$ cat src/logic/cofd_pkg.sv
/*
  Shared constants and carrier types for the operand field decoder.
  Assumes a 16-bit instruction word source and an AXI4-Lite master.
*/
package cofd_pkg;
  // ==========================================================
  // Register map (byte addresses)
  localparam logic [7:0] ADDR_INSTR = 8'h00;
  localparam logic [7:0] ADDR_CTRL = 8'h04;
  localparam logic [7:0] ADDR_ADDR = 8'h08;
  localparam logic [7:0] ADDR_LIT = 8'h0C;
  localparam logic [7:0] ADDR_MISC = 8'h10;
  localparam logic [7:0] ADDR_TABLE_PTR = 8'h14;
  localparam logic [7:0] ADDR_ALU = 8'h18;
  localparam logic [7:0] ADDR_PROD = 8'h1C;
  localparam logic [7:0] ADDR_PC = 8'h20;
  localparam logic [7:0] ADDR_PCLAT = 8'h24;
  localparam logic [7:0] ADDR_SHADOW = 8'h28;
  localparam logic [7:0] ADDR_SECOND = 8'h2C;
  // ==========================================================
  // Field positions
  localparam int D_BIT = 9;
  localparam int A_BIT = 8;
  localparam int S_BIT = 8;
  localparam logic [3:0] SECOND_WORD_TAG = 4'hF;
  localparam logic [15:0] NOP_WORD = 16'hF000;
  localparam logic [1:0] RESP_OKAY = 2'b00;
  localparam logic [1:0] RESP_SLVERR = 2'b10;
  // Oscillator periods per instruction cycle
  localparam int OSC_PER_CYCLE = 4;
  localparam logic [1:0] PHASE_LAST = 2'(OSC_PER_CYCLE - 1);
  localparam logic [20:0] TABLE_PTR_RESET = 21'h00_0000;
  localparam logic [20:0] PC_RESET = 21'h00_0000;

  typedef enum logic [3:0]
  {
    COFD_TBL_KEEP = 4'b0001,
    COFD_TBL_POSTINC = 4'b0010,
    COFD_TBL_POSTDEC = 4'b0100,
    COFD_TBL_PREINC = 4'b1000
  } cofd_tbl_mode_t;

  typedef struct packed
  {
    logic [11:0] ram_addr;
    logic to_accumulator;
    logic to_file;
    logic [2:0] bit_num;
    logic [7:0] bit_mask;
    logic [7:0] file_addr;
    logic [1:0] ptr_sel;
    logic [11:0] move_src;
    logic [11:0] move_dst;
    logic [7:0] lit8;
    logic [11:0] lit12;
    logic [19:0] lit20;
    logic [6:0] idx_src;
    logic [6:0] idx_dst;
    logic [20:0] branch_target;
    logic fast_mode;
  } cofd_fields_t;
endpackage

$ cat src/logic/cofd_decoder.sv
/*
  Operand field decoder with AXI4-Lite register access.
  Software loads an instruction word and context; the block decodes fields.
  Assumes a single clock and a well-behaved AXI4-Lite master.
*/
// The AXI4-Lite interface to the registers and the placing of the registers were chosen for this implementation.
// What this block does
// RQ1: Access bit zero uses fixed access region
// RQ2: Access bit one uses bank select register
// RQ3: Three-bit field selects bit 0..7
// RQ4: Destination zero writes working accumulator
// RQ5: Destination one writes addressed register
// RQ6: Short operand: 8-bit address or pointer selector
// RQ7: Move source is full 12-bit address
// RQ8: Move destination is full 12-bit address
// RQ9: Literals extracted at 8, 12, 20 bits
// RQ10: Four table pointer modes applied
// RQ11: Branch offset relative; call/goto absolute
// RQ12: Fast bit zero: no shadow traffic
// RQ13: Fast bit one: save shadow registers, restore only accumulator and status
// RQ14: Table pointer is 21 bits wide
// RQ15: Seven-bit indexed source offset
// RQ16: Seven-bit indexed destination offset
// RQ17: Don't-care bits never change behaviour
// RQ18: Five arithmetic status flags kept
// RQ19: Product held in high/low bytes
// RQ20: PC writes take upper bits from latches
// RQ21: Second word tagged 1111 runs as no-op for table and ALU pulses; fast call/return is not blocked
// RQ22: Instruction cycle spans four oscillator periods
// RQ23: Fields presented in the decode cycle
`timescale 1ns/1ps
module cofd_decoder
(
  // Clock and reset
  input wire logic aclk,
  input wire logic aresetn,
  // AXI4-Lite write address
  input wire logic [7:0] s_axi_awaddr,
  input wire logic s_axi_awvalid,
  output logic s_axi_awready,
  // AXI4-Lite write data
  input wire logic [31:0] s_axi_wdata,
  input wire logic [3:0] s_axi_wstrb,
  input wire logic s_axi_wvalid,
  output logic s_axi_wready,
  // AXI4-Lite write response
  output logic [1:0] s_axi_bresp,
  output logic s_axi_bvalid,
  input wire logic s_axi_bready,
  // AXI4-Lite read address
  input wire logic [7:0] s_axi_araddr,
  input wire logic s_axi_arvalid,
  output logic s_axi_arready,
  // AXI4-Lite read data
  output logic [31:0] s_axi_rdata,
  output logic [1:0] s_axi_rresp,
  output logic s_axi_rvalid,
  input wire logic s_axi_rready,
  // Decoded fields to the datapath
  output cofd_pkg::cofd_fields_t fields,
  output logic cycle_end
);

  // ==========================================================
  // Software-visible state
  logic [15:0] instr_reg;
  logic [3:0] ctrl_reg;
  logic [3:0] bank_select_register;
  logic [7:0] working_accumulator;
  logic [4:0] status_reg;
  logic [7:0] operand_reg;
  logic [7:0] product_high_byte;
  logic [7:0] product_low_byte;
  logic [20:0] program_table_pointer;
  logic [7:0] program_table_latch;
  logic [20:0] pc_reg;
  logic [7:0] pc_high_latch;
  logic [4:0] pc_upper_latch;
  logic [7:0] shadow_acc_reg;
  logic [4:0] shadow_status_reg;
  logic [3:0] shadow_bank_reg;
  logic [1:0] phase_reg;
  logic [15:0] second_reg;
  logic second_nop_reg;

  // ==========================================================
  // Combinational decode
  cofd_pkg::cofd_fields_t fields_next;
  logic access_bit;
  logic dest_bit;
  always_comb
  begin
    access_bit = instr_reg[cofd_pkg::A_BIT];
    dest_bit = instr_reg[cofd_pkg::D_BIT];
    fields_next = '0;
    if (!access_bit)
    begin
      // Access region: low half of bank 0 or top half of last bank
      fields_next.ram_addr = instr_reg[7] ? {4'hF, instr_reg[7:0]} : {4'h0, instr_reg[7:0]}; // [RQ1]
    end
    else
    begin
      fields_next.ram_addr = {bank_select_register, instr_reg[7:0]}; // [RQ2]
    end
    fields_next.to_accumulator = ~dest_bit; // [RQ4]
    fields_next.to_file = dest_bit; // [RQ5]
    fields_next.bit_num = instr_reg[11:9]; // [RQ3]
    fields_next.bit_mask = 8'h01 << instr_reg[11:9]; // [RQ3]
    fields_next.file_addr = instr_reg[7:0]; // [RQ6]
    fields_next.ptr_sel = instr_reg[5:4]; // [RQ6]
    fields_next.move_src = instr_reg[11:0]; // [RQ7]
    fields_next.move_dst = second_reg[11:0]; // [RQ8]
    fields_next.lit8 = instr_reg[7:0]; // [RQ9]
    fields_next.lit12 = {instr_reg[3:0], second_reg[7:0]}; // [RQ9]
    fields_next.lit20 = {second_reg[11:0], instr_reg[7:0]}; // [RQ9]
    fields_next.idx_src = instr_reg[6:0]; // [RQ15]
    fields_next.idx_dst = second_reg[6:0]; // [RQ16]
    // Ctrl[0] chooses relative; unused bits are ignored [RQ17]
    if (ctrl_reg[0])
    begin
      fields_next.branch_target = 21'(pc_reg + 21'(signed'({instr_reg[10:0], 1'b0}))); // [RQ11]
    end
    else
    begin
      fields_next.branch_target = {second_reg[11:0], instr_reg[7:0], 1'b0}; // [RQ11]
    end
    fields_next.fast_mode = instr_reg[cofd_pkg::S_BIT];
  end

  // Decoded fields registered; updated every cycle for the current word
  always_ff @(posedge aclk)
  begin
    if (!aresetn)
    begin
      fields <= '0;
    end
    else
    begin
      fields <= fields_next; // [RQ23]
    end
  end

  // Instruction cycle phase counter
  always_ff @(posedge aclk)
  begin
    if (!aresetn)
    begin
      phase_reg <= 2'h0;
      cycle_end <= 1'b0;
    end
    else
    begin
      phase_reg <= phase_reg + 2'h1; // [RQ22]
      cycle_end <= (phase_reg == cofd_pkg::PHASE_LAST); // [RQ22]
    end
  end

  // ==========================================================
  // AXI4-Lite slave
  logic [7:0] aw_addr_reg;
  logic aw_held;
  logic [31:0] w_data_reg;
  logic [3:0] w_strb_reg;
  logic w_held;
  logic do_write;
  logic [7:0] wa;
  logic [31:0] wd;
  assign do_write = aw_held && w_held && !s_axi_bvalid;
  assign wa = aw_addr_reg;
  assign wd = w_data_reg;

  always_ff @(posedge aclk)
  begin
    if (!aresetn)
    begin
      s_axi_awready <= 1'b1;
      s_axi_wready <= 1'b1;
      aw_held <= 1'b0;
      w_held <= 1'b0;
      aw_addr_reg <= 8'h00;
      w_data_reg <= 32'h0000_0000;
      w_strb_reg <= 4'h0;
      s_axi_bvalid <= 1'b0;
      s_axi_bresp <= cofd_pkg::RESP_OKAY;
    end
    else
    begin
      if (s_axi_awvalid && s_axi_awready)
      begin
        aw_addr_reg <= s_axi_awaddr;
        aw_held <= 1'b1;
        s_axi_awready <= 1'b0;
      end
      if (s_axi_wvalid && s_axi_wready)
      begin
        w_data_reg <= s_axi_wdata;
        w_strb_reg <= s_axi_wstrb;
        w_held <= 1'b1;
        s_axi_wready <= 1'b0;
      end
      if (do_write)
      begin
        aw_held <= 1'b0;
        w_held <= 1'b0;
        s_axi_bvalid <= 1'b1;
        s_axi_bresp <= (wa[1:0] != 2'b00 || wa > cofd_pkg::ADDR_SECOND) ? cofd_pkg::RESP_SLVERR
          : cofd_pkg::RESP_OKAY;
      end
      if (s_axi_bvalid && s_axi_bready)
      begin
        s_axi_bvalid <= 1'b0;
        s_axi_awready <= 1'b1;
        s_axi_wready <= 1'b1;
      end
    end
  end

  // Write strobes ignored: full-word writes assumed
  logic wr_instr;
  logic wr_ctrl;
  logic wr_table_ptr;
  logic wr_alu;
  logic wr_pc;
  logic wr_pclat;
  logic wr_second;
  assign wr_instr = do_write && wa == cofd_pkg::ADDR_INSTR;
  assign wr_ctrl = do_write && wa == cofd_pkg::ADDR_CTRL;
  assign wr_table_ptr = do_write && wa == cofd_pkg::ADDR_TABLE_PTR;
  assign wr_alu = do_write && wa == cofd_pkg::ADDR_ALU;
  assign wr_pc = do_write && wa == cofd_pkg::ADDR_PC;
  assign wr_pclat = do_write && wa == cofd_pkg::ADDR_PCLAT;
  assign wr_second = do_write && wa == cofd_pkg::ADDR_SECOND;

  // Instruction and context registers
  always_ff @(posedge aclk)
  begin
    if (!aresetn)
    begin
      instr_reg <= cofd_pkg::NOP_WORD;
      second_reg <= cofd_pkg::NOP_WORD;
      second_nop_reg <= 1'b0;
      ctrl_reg <= 4'h0;
      bank_select_register <= 4'h0;
      operand_reg <= 8'h00;
    end
    else
    begin
      if (wr_instr)
      begin
        instr_reg <= wd[15:0];
        // Lone second word flagged; table and ALU pulses then do nothing
        second_nop_reg <= (wd[15:12] == cofd_pkg::SECOND_WORD_TAG); // [RQ21]
      end
      if (wr_second)
      begin
        second_reg <= wd[15:0];
      end
      if (wr_ctrl)
      begin
        ctrl_reg <= wd[3:0];
        bank_select_register <= wd[11:8];
      end
      if (wr_alu)
      begin
        operand_reg <= wd[23:16];
      end
    end
  end

  // Table pointer modes; ctrl[1] triggers one access
  cofd_pkg::cofd_tbl_mode_t tbl_mode;
  always_comb
  begin
    case (instr_reg[1:0])
      2'b00: tbl_mode = cofd_pkg::COFD_TBL_KEEP;
      2'b01: tbl_mode = cofd_pkg::COFD_TBL_POSTINC;
      2'b10: tbl_mode = cofd_pkg::COFD_TBL_POSTDEC;
      default: tbl_mode = cofd_pkg::COFD_TBL_PREINC;
    endcase
  end
  logic tbl_go;
  assign tbl_go = wr_ctrl && wd[1] && !second_nop_reg;

  always_ff @(posedge aclk)
  begin
    if (!aresetn)
    begin
      program_table_pointer <= cofd_pkg::TABLE_PTR_RESET;
      program_table_latch <= 8'h00;
    end
    else if (wr_table_ptr)
    begin
      program_table_pointer <= wd[20:0]; // [RQ14]
    end
    else if (tbl_go)
    begin
      case (tbl_mode) // [RQ10]
        cofd_pkg::COFD_TBL_KEEP: program_table_pointer <= program_table_pointer;
        cofd_pkg::COFD_TBL_POSTINC: program_table_pointer <= program_table_pointer + 21'h1;
        cofd_pkg::COFD_TBL_POSTDEC: program_table_pointer <= program_table_pointer - 21'h1;
        cofd_pkg::COFD_TBL_PREINC: program_table_pointer <= program_table_pointer + 21'h1;
        default: program_table_pointer <= program_table_pointer;
      endcase
      // Latch records the low byte of the address used by the access
      program_table_latch <= (tbl_mode == cofd_pkg::COFD_TBL_PREINC) ? 8'(program_table_pointer + 21'h1)
        : program_table_pointer[7:0];
    end
  end

  // ALU: ctrl[2] executes add/multiply on operand and accumulator
  logic alu_go;
  logic fast_save;
  logic fast_restore;
  logic [7:0] file_result_reg;
  logic [8:0] sum;
  logic [4:0] nib;
  logic [15:0] prod;
  logic [7:0] result;
  assign alu_go = wr_ctrl && wd[2] && !second_nop_reg;
  assign sum = {1'b0, working_accumulator} + {1'b0, operand_reg};
  assign nib = {1'b0, working_accumulator[3:0]} + {1'b0, operand_reg[3:0]};
  assign prod = working_accumulator * operand_reg;
  assign result = sum[7:0];

  always_ff @(posedge aclk)
  begin
    if (!aresetn)
    begin
      working_accumulator <= 8'h00;
      status_reg <= 5'h00;
      product_high_byte <= 8'h00;
      product_low_byte <= 8'h00;
    end
    else if (wr_alu)
    begin
      working_accumulator <= wd[7:0];
      status_reg <= wd[12:8];
    end
    else if (alu_go)
    begin
      // Flags: N OV Z DC C
      status_reg <= {result[7], (working_accumulator[7] == operand_reg[7]) && (result[7] != operand_reg[7]),
        result == 8'h00, nib[4], sum[8]}; // [RQ18]
      {product_high_byte, product_low_byte} <= prod; // [RQ19]
      if (!dest_bit)
      begin
        working_accumulator <= result; // [RQ4]
      end
    end
    else if (fast_restore)
    begin
      working_accumulator <= shadow_acc_reg; // [RQ13]
      status_reg <= shadow_status_reg; // [RQ13]
    end
  end

  // Result written back to file only when destination is one
  always_ff @(posedge aclk)
  begin
    if (!aresetn)
    begin
      file_result_reg <= 8'h00;
    end
    else if (alu_go && dest_bit)
    begin
      file_result_reg <= result; // [RQ5]
    end
  end

  // Fast call/return: ctrl[3] call, wd[4] return
  assign fast_save = wr_ctrl && wd[3] && instr_reg[cofd_pkg::S_BIT]; // [RQ12]
  assign fast_restore = wr_ctrl && wd[4] && instr_reg[cofd_pkg::S_BIT] && !alu_go; // [RQ12]

  always_ff @(posedge aclk)
  begin
    if (!aresetn)
    begin
      shadow_acc_reg <= 8'h00;
      shadow_status_reg <= 5'h00;
      shadow_bank_reg <= 4'h0;
    end
    else if (fast_save)
    begin
      shadow_acc_reg <= working_accumulator; // [RQ13]
      shadow_status_reg <= status_reg;
      shadow_bank_reg <= bank_select_register;
    end
  end

  // PC: writing low byte loads upper bits from latches
  always_ff @(posedge aclk)
  begin
    if (!aresetn)
    begin
      pc_reg <= cofd_pkg::PC_RESET;
      pc_high_latch <= 8'h00;
      pc_upper_latch <= 5'h00;
    end
    else
    begin
      if (wr_pclat)
      begin
        pc_high_latch <= wd[7:0];
        pc_upper_latch <= wd[12:8];
      end
      if (wr_pc)
      begin
        pc_reg <= {pc_upper_latch, pc_high_latch, wd[7:0]}; // [RQ20]
      end
    end
  end

  // ==========================================================
  // Read path
  always_ff @(posedge aclk)
  begin
    if (!aresetn)
    begin
      s_axi_arready <= 1'b1;
      s_axi_rvalid <= 1'b0;
      s_axi_rdata <= 32'h0000_0000;
      s_axi_rresp <= cofd_pkg::RESP_OKAY;
    end
    else if (s_axi_arvalid && s_axi_arready)
    begin
      s_axi_arready <= 1'b0;
      s_axi_rvalid <= 1'b1;
      s_axi_rresp <= cofd_pkg::RESP_OKAY;
      case (s_axi_araddr)
        cofd_pkg::ADDR_INSTR: s_axi_rdata <= {15'h0000, second_nop_reg, instr_reg};
        cofd_pkg::ADDR_CTRL: s_axi_rdata <= {20'h0_0000, bank_select_register, 4'h0, ctrl_reg};
        cofd_pkg::ADDR_ADDR: s_axi_rdata <= {fields.move_dst, 7'h00, fields.to_file, fields.ram_addr};
        cofd_pkg::ADDR_LIT: s_axi_rdata <= {12'h000, fields.lit20};
        cofd_pkg::ADDR_MISC: s_axi_rdata <= {2'b00, fields.idx_dst, fields.idx_src, fields.bit_mask, 2'b00,
          fields.ptr_sel, fields.fast_mode, fields.bit_num};
        cofd_pkg::ADDR_TABLE_PTR: s_axi_rdata <= {3'h0, program_table_latch, program_table_pointer};
        cofd_pkg::ADDR_ALU: s_axi_rdata <= {file_result_reg, operand_reg, 3'h0, status_reg, working_accumulator};
        cofd_pkg::ADDR_PROD: s_axi_rdata <= {16'h0000, product_high_byte, product_low_byte};
        cofd_pkg::ADDR_PC: s_axi_rdata <= {11'h000, fields.branch_target};
        cofd_pkg::ADDR_PCLAT: s_axi_rdata <= {11'h000, pc_reg};
        cofd_pkg::ADDR_SHADOW: s_axi_rdata <= {15'h0000, shadow_bank_reg, shadow_status_reg, shadow_acc_reg};
        cofd_pkg::ADDR_SECOND: s_axi_rdata <= {16'h0000, second_reg};
        default:
        begin
          s_axi_rdata <= 32'h0000_0000;
          s_axi_rresp <= cofd_pkg::RESP_SLVERR;
        end
      endcase
    end
    else if (s_axi_rvalid && s_axi_rready)
    begin
      s_axi_rvalid <= 1'b0;
      s_axi_arready <= 1'b1;
    end
  end

endmodule

$ cat config.mk
export PLATFORM = sky130hd
export DESIGN_NAME = cofd_decoder
export DESIGN_NICKNAME = d
export VERILOG_FILES = /design/src/logic/cofd_pkg.sv /design/src/logic/cofd_decoder.sv
export SDC_FILE = /design/constraint.sdc
export NUM_CORES = 1
export LEC_CHECK = 0
export BUFFER_PORTS_ARGS = -buffer_cell sky130_fd_sc_hd__buf_2
export CAP_MARGIN = 20
export CORE_MARGIN = 10
export CORE_UTILIZATION = 59
export CTS_CLUSTER_SIZE = 30
export DETAILED_ROUTE_END_ITERATION = 10
export GPL_TIMING_DRIVEN = 0
export PLACE_DENSITY = 0.84
export SKIP_CTS_REPAIR_TIMING = 1
export SLEW_MARGIN = 40
export SYNTH_ARGS = -nofsm -noshare
export SYNTH_HDL_FRONTEND = slang
export SYNTH_SLANG_ARGS = --single-unit
export TNS_END_PERCENT = 100
$ cat constraint.sdc
create_clock -name aclk -period 5.43 [get_ports aclk]
set_input_delay 1.3575 -clock aclk [delete_from_list [all_inputs] [get_ports aclk]]
set_output_delay 1.3575 -clock aclk [all_outputs]
set_load 0.1 [all_outputs]
==> results.cfg <==
[power]
finalPower_w = 0.00485
vdd_drop_max_uv = 269
leakage_nw = 8.37
powerDensity_nw_per_um2 = 244

[floorplan]
dieArea_um2 = 36200
core_um2 = 28700
die_h_um = 190
die_w_um = 190
start_util = 0.597
io-pin-count = 236
num_rows = 62

[setup_path]
cp_max_fo = 10
worstSetupPathType = flop to flop
ff2ff_setup_slack_ns = 0.47
end_kind = flop
crit_path_start_kind = flop
cp_data_arrival_time_ns = 5.47
cp.required_ns = 5.94

[placement]
port_buffers = 219
routabilityCongestion = 1.11
place_area_um2 = 18700
hpwl_mm = 58.5

[grt]
grt_pass1_wl_mm = 111
grt_pass1_vias = 17698
antenna_found_initial = 4
grtUsageTotal = 0.403
grt_remaining_overflow = 0
grt_max_degree = 17

[detailed_routing]
postRouteWirelength_mm = 76.6
ant_nets = 0
wire_per_inst_um = 26.7
dr.pass1.iters = 9
drcViolationCount = 0
drt_iter0_drc = 2927
dr_total_vias = 18698
via_per_inst = 6.51

[timing]
worst_pin_slew_ns = 0.947
fin_crit_sh = 0.914
rsz0062_at_grt = false
clock.fmax_mhz = 202
slew_viol_final = 0
finalSetupViolations = 0
fin_setup_tns_ns = 0
finalHoldViolCount = 0
layout_min_cycle_time_ns = 4.96
clock_skew_ns = 0.0223
relSlewSlack = 0.368

[finish]
postLayoutCellArea_um2 = 19800
nets = 2625
antennaDiodeCount = 0
syn2layout_area_growth_pct = 15.8
final_util = 0.691
mostFrequentLayoutCell = nand2_1
largest_reg_flops = 58
final_cell_mix = nand2_1 (390), dfxtp_1 (300), a21oi_1 (243)
drive_gt1_frac = 0.156

[synth]
synthArstFlopShare = 0
syn_area_per_cell_um2 = 7.76
synth_seq_cells = 300
ys.warnings.count = 0
ys.flop_type = dfxtp_1
synth-edff-count = 0
syn_inst = 2208
synth_area_um2 = 17100
seq_area_frac_synth = 0.351
yosysUniqueCellTypes = 75

[job]
maxCapViolCount = 0

[clocking]
insertion_delay_ns = 0.60
htree_levels = 1
clockRootBuffer = clkbuf_16
path_clk_slew_ns = 0.06
cts_tree = built
clockBufferDepth = 3
cts_buffers = 31
clock-sinks = 300

[outcome]
status = completed

[worst_hold_path]
hold_class = flop to flop
worst max-delay path, stage by stage (launching register included):
cell	delay, ns
dfxtp_1	0.75
ha_1	0.46
fa_1	0.50
ha_1	0.31
inv_1	0.06
fa_1	0.50
fa_1	0.54
inv_1	0.05
ha_1	0.33
o21ai_0	0.11
nor2_1	0.16
o21ai_0	0.12
a21boi_0	0.45
a311oi_1	0.19
xor2_1	0.17
o21ai_0	0.18
synthesized netlist by cell type, drive strengths merged (13+ instances only):
master / count / area, um^2
nand3: 69 / 345
clkbuf: 138 / 518
xor2: 15 / 131
a211oi: 26 / 195
o22ai: 15 / 93.8
nand4: 15 / 93.8
nor4: 14 / 87.6
nand2: 390 / 1460
fa: 38 / 761
nor3: 40 / 211
a22oi: 53 / 398
nand2b: 14 / 87.6
and2: 83 / 519
or3: 19 / 124
a221oi: 14 / 123
xnor2: 17 / 149
nor2: 167 / 627
buf: 95 / 664
inv: 76 / 285
dfxtp: 300 / 6010
ha: 66 / 826
o21ai: 94 / 470
a31oi: 23 / 144
a21oi: 243 / 1220
mux2i: 38 / 380
nor2b: 13 / 81.3
stage by stage:
step | hold WS (ns) | std cells | setup slack, ns
floorplan | 0.390 | 2209 | 1.25
detailed placement | 0.420 | 2813 | 0.627
global placement | 0.396 | 2812 | 0.748
finish | 0.439 | 2870 | 0.469
global route | 0.449 | 2870 | 0.315
CTS | 0.432 | 2870 | 0.595
cell type report:
cell class / count / area, um^2
multi-input cells: 1600 / 9690
fillers: 2351 / 8870
flip-flops and latches: 300 / 6010
plain buffers: 233 / 1190
repair buffers: 220 / 1100
clock buffers: 46 / 932
well taps: 384 / 480
inverters: 76 / 285
clock inverters: 11 / 153
cell families after synthesis:
family / Yosys count / share of synthesized area
xor+xnor: 32 / 0.0164
other cells: 1 / 0.000219
simple gates: 866 / 0.232
buf+inv: 309 / 0.0857
fa+ha+maj: 104 / 0.0926
compound gates: 549 / 0.194
mux: 47 / 0.0288
flops: 300 / 0.351
path summary, 6_finish.rpt:
check / from / end / depth (start not counted)
max: operand_reg[3] / product_high_byte[6] / 15
min reg2reg: phase_reg[0] / phase_reg[0] / 1
max reg2reg: operand_reg[3] / product_high_byte[6] / 15
min: phase_reg[0] / phase_reg[0] / 1
per-layer routing:
metal  global-route usage  part of all wire  vias to the layer above
met1                0.519              0.37                     8736
met4                0.219             0.063                        6
met2                0.607              0.42                     1535
met3                0.102              0.14                      351
met5                    0           0.00048                        -
li1                     -                 -                     8070
power by group:
group	internal, W	total [W]	leakage [nW]	switching (W)
sequential	0.00222	0.00226	2.42	0.0000354
combinational	0.0000656	0.000315	5.41	0.000250
clock	0.00133	0.00227	0.528	0.000946
Note: power is estimated with default switching activity, not from simulation.
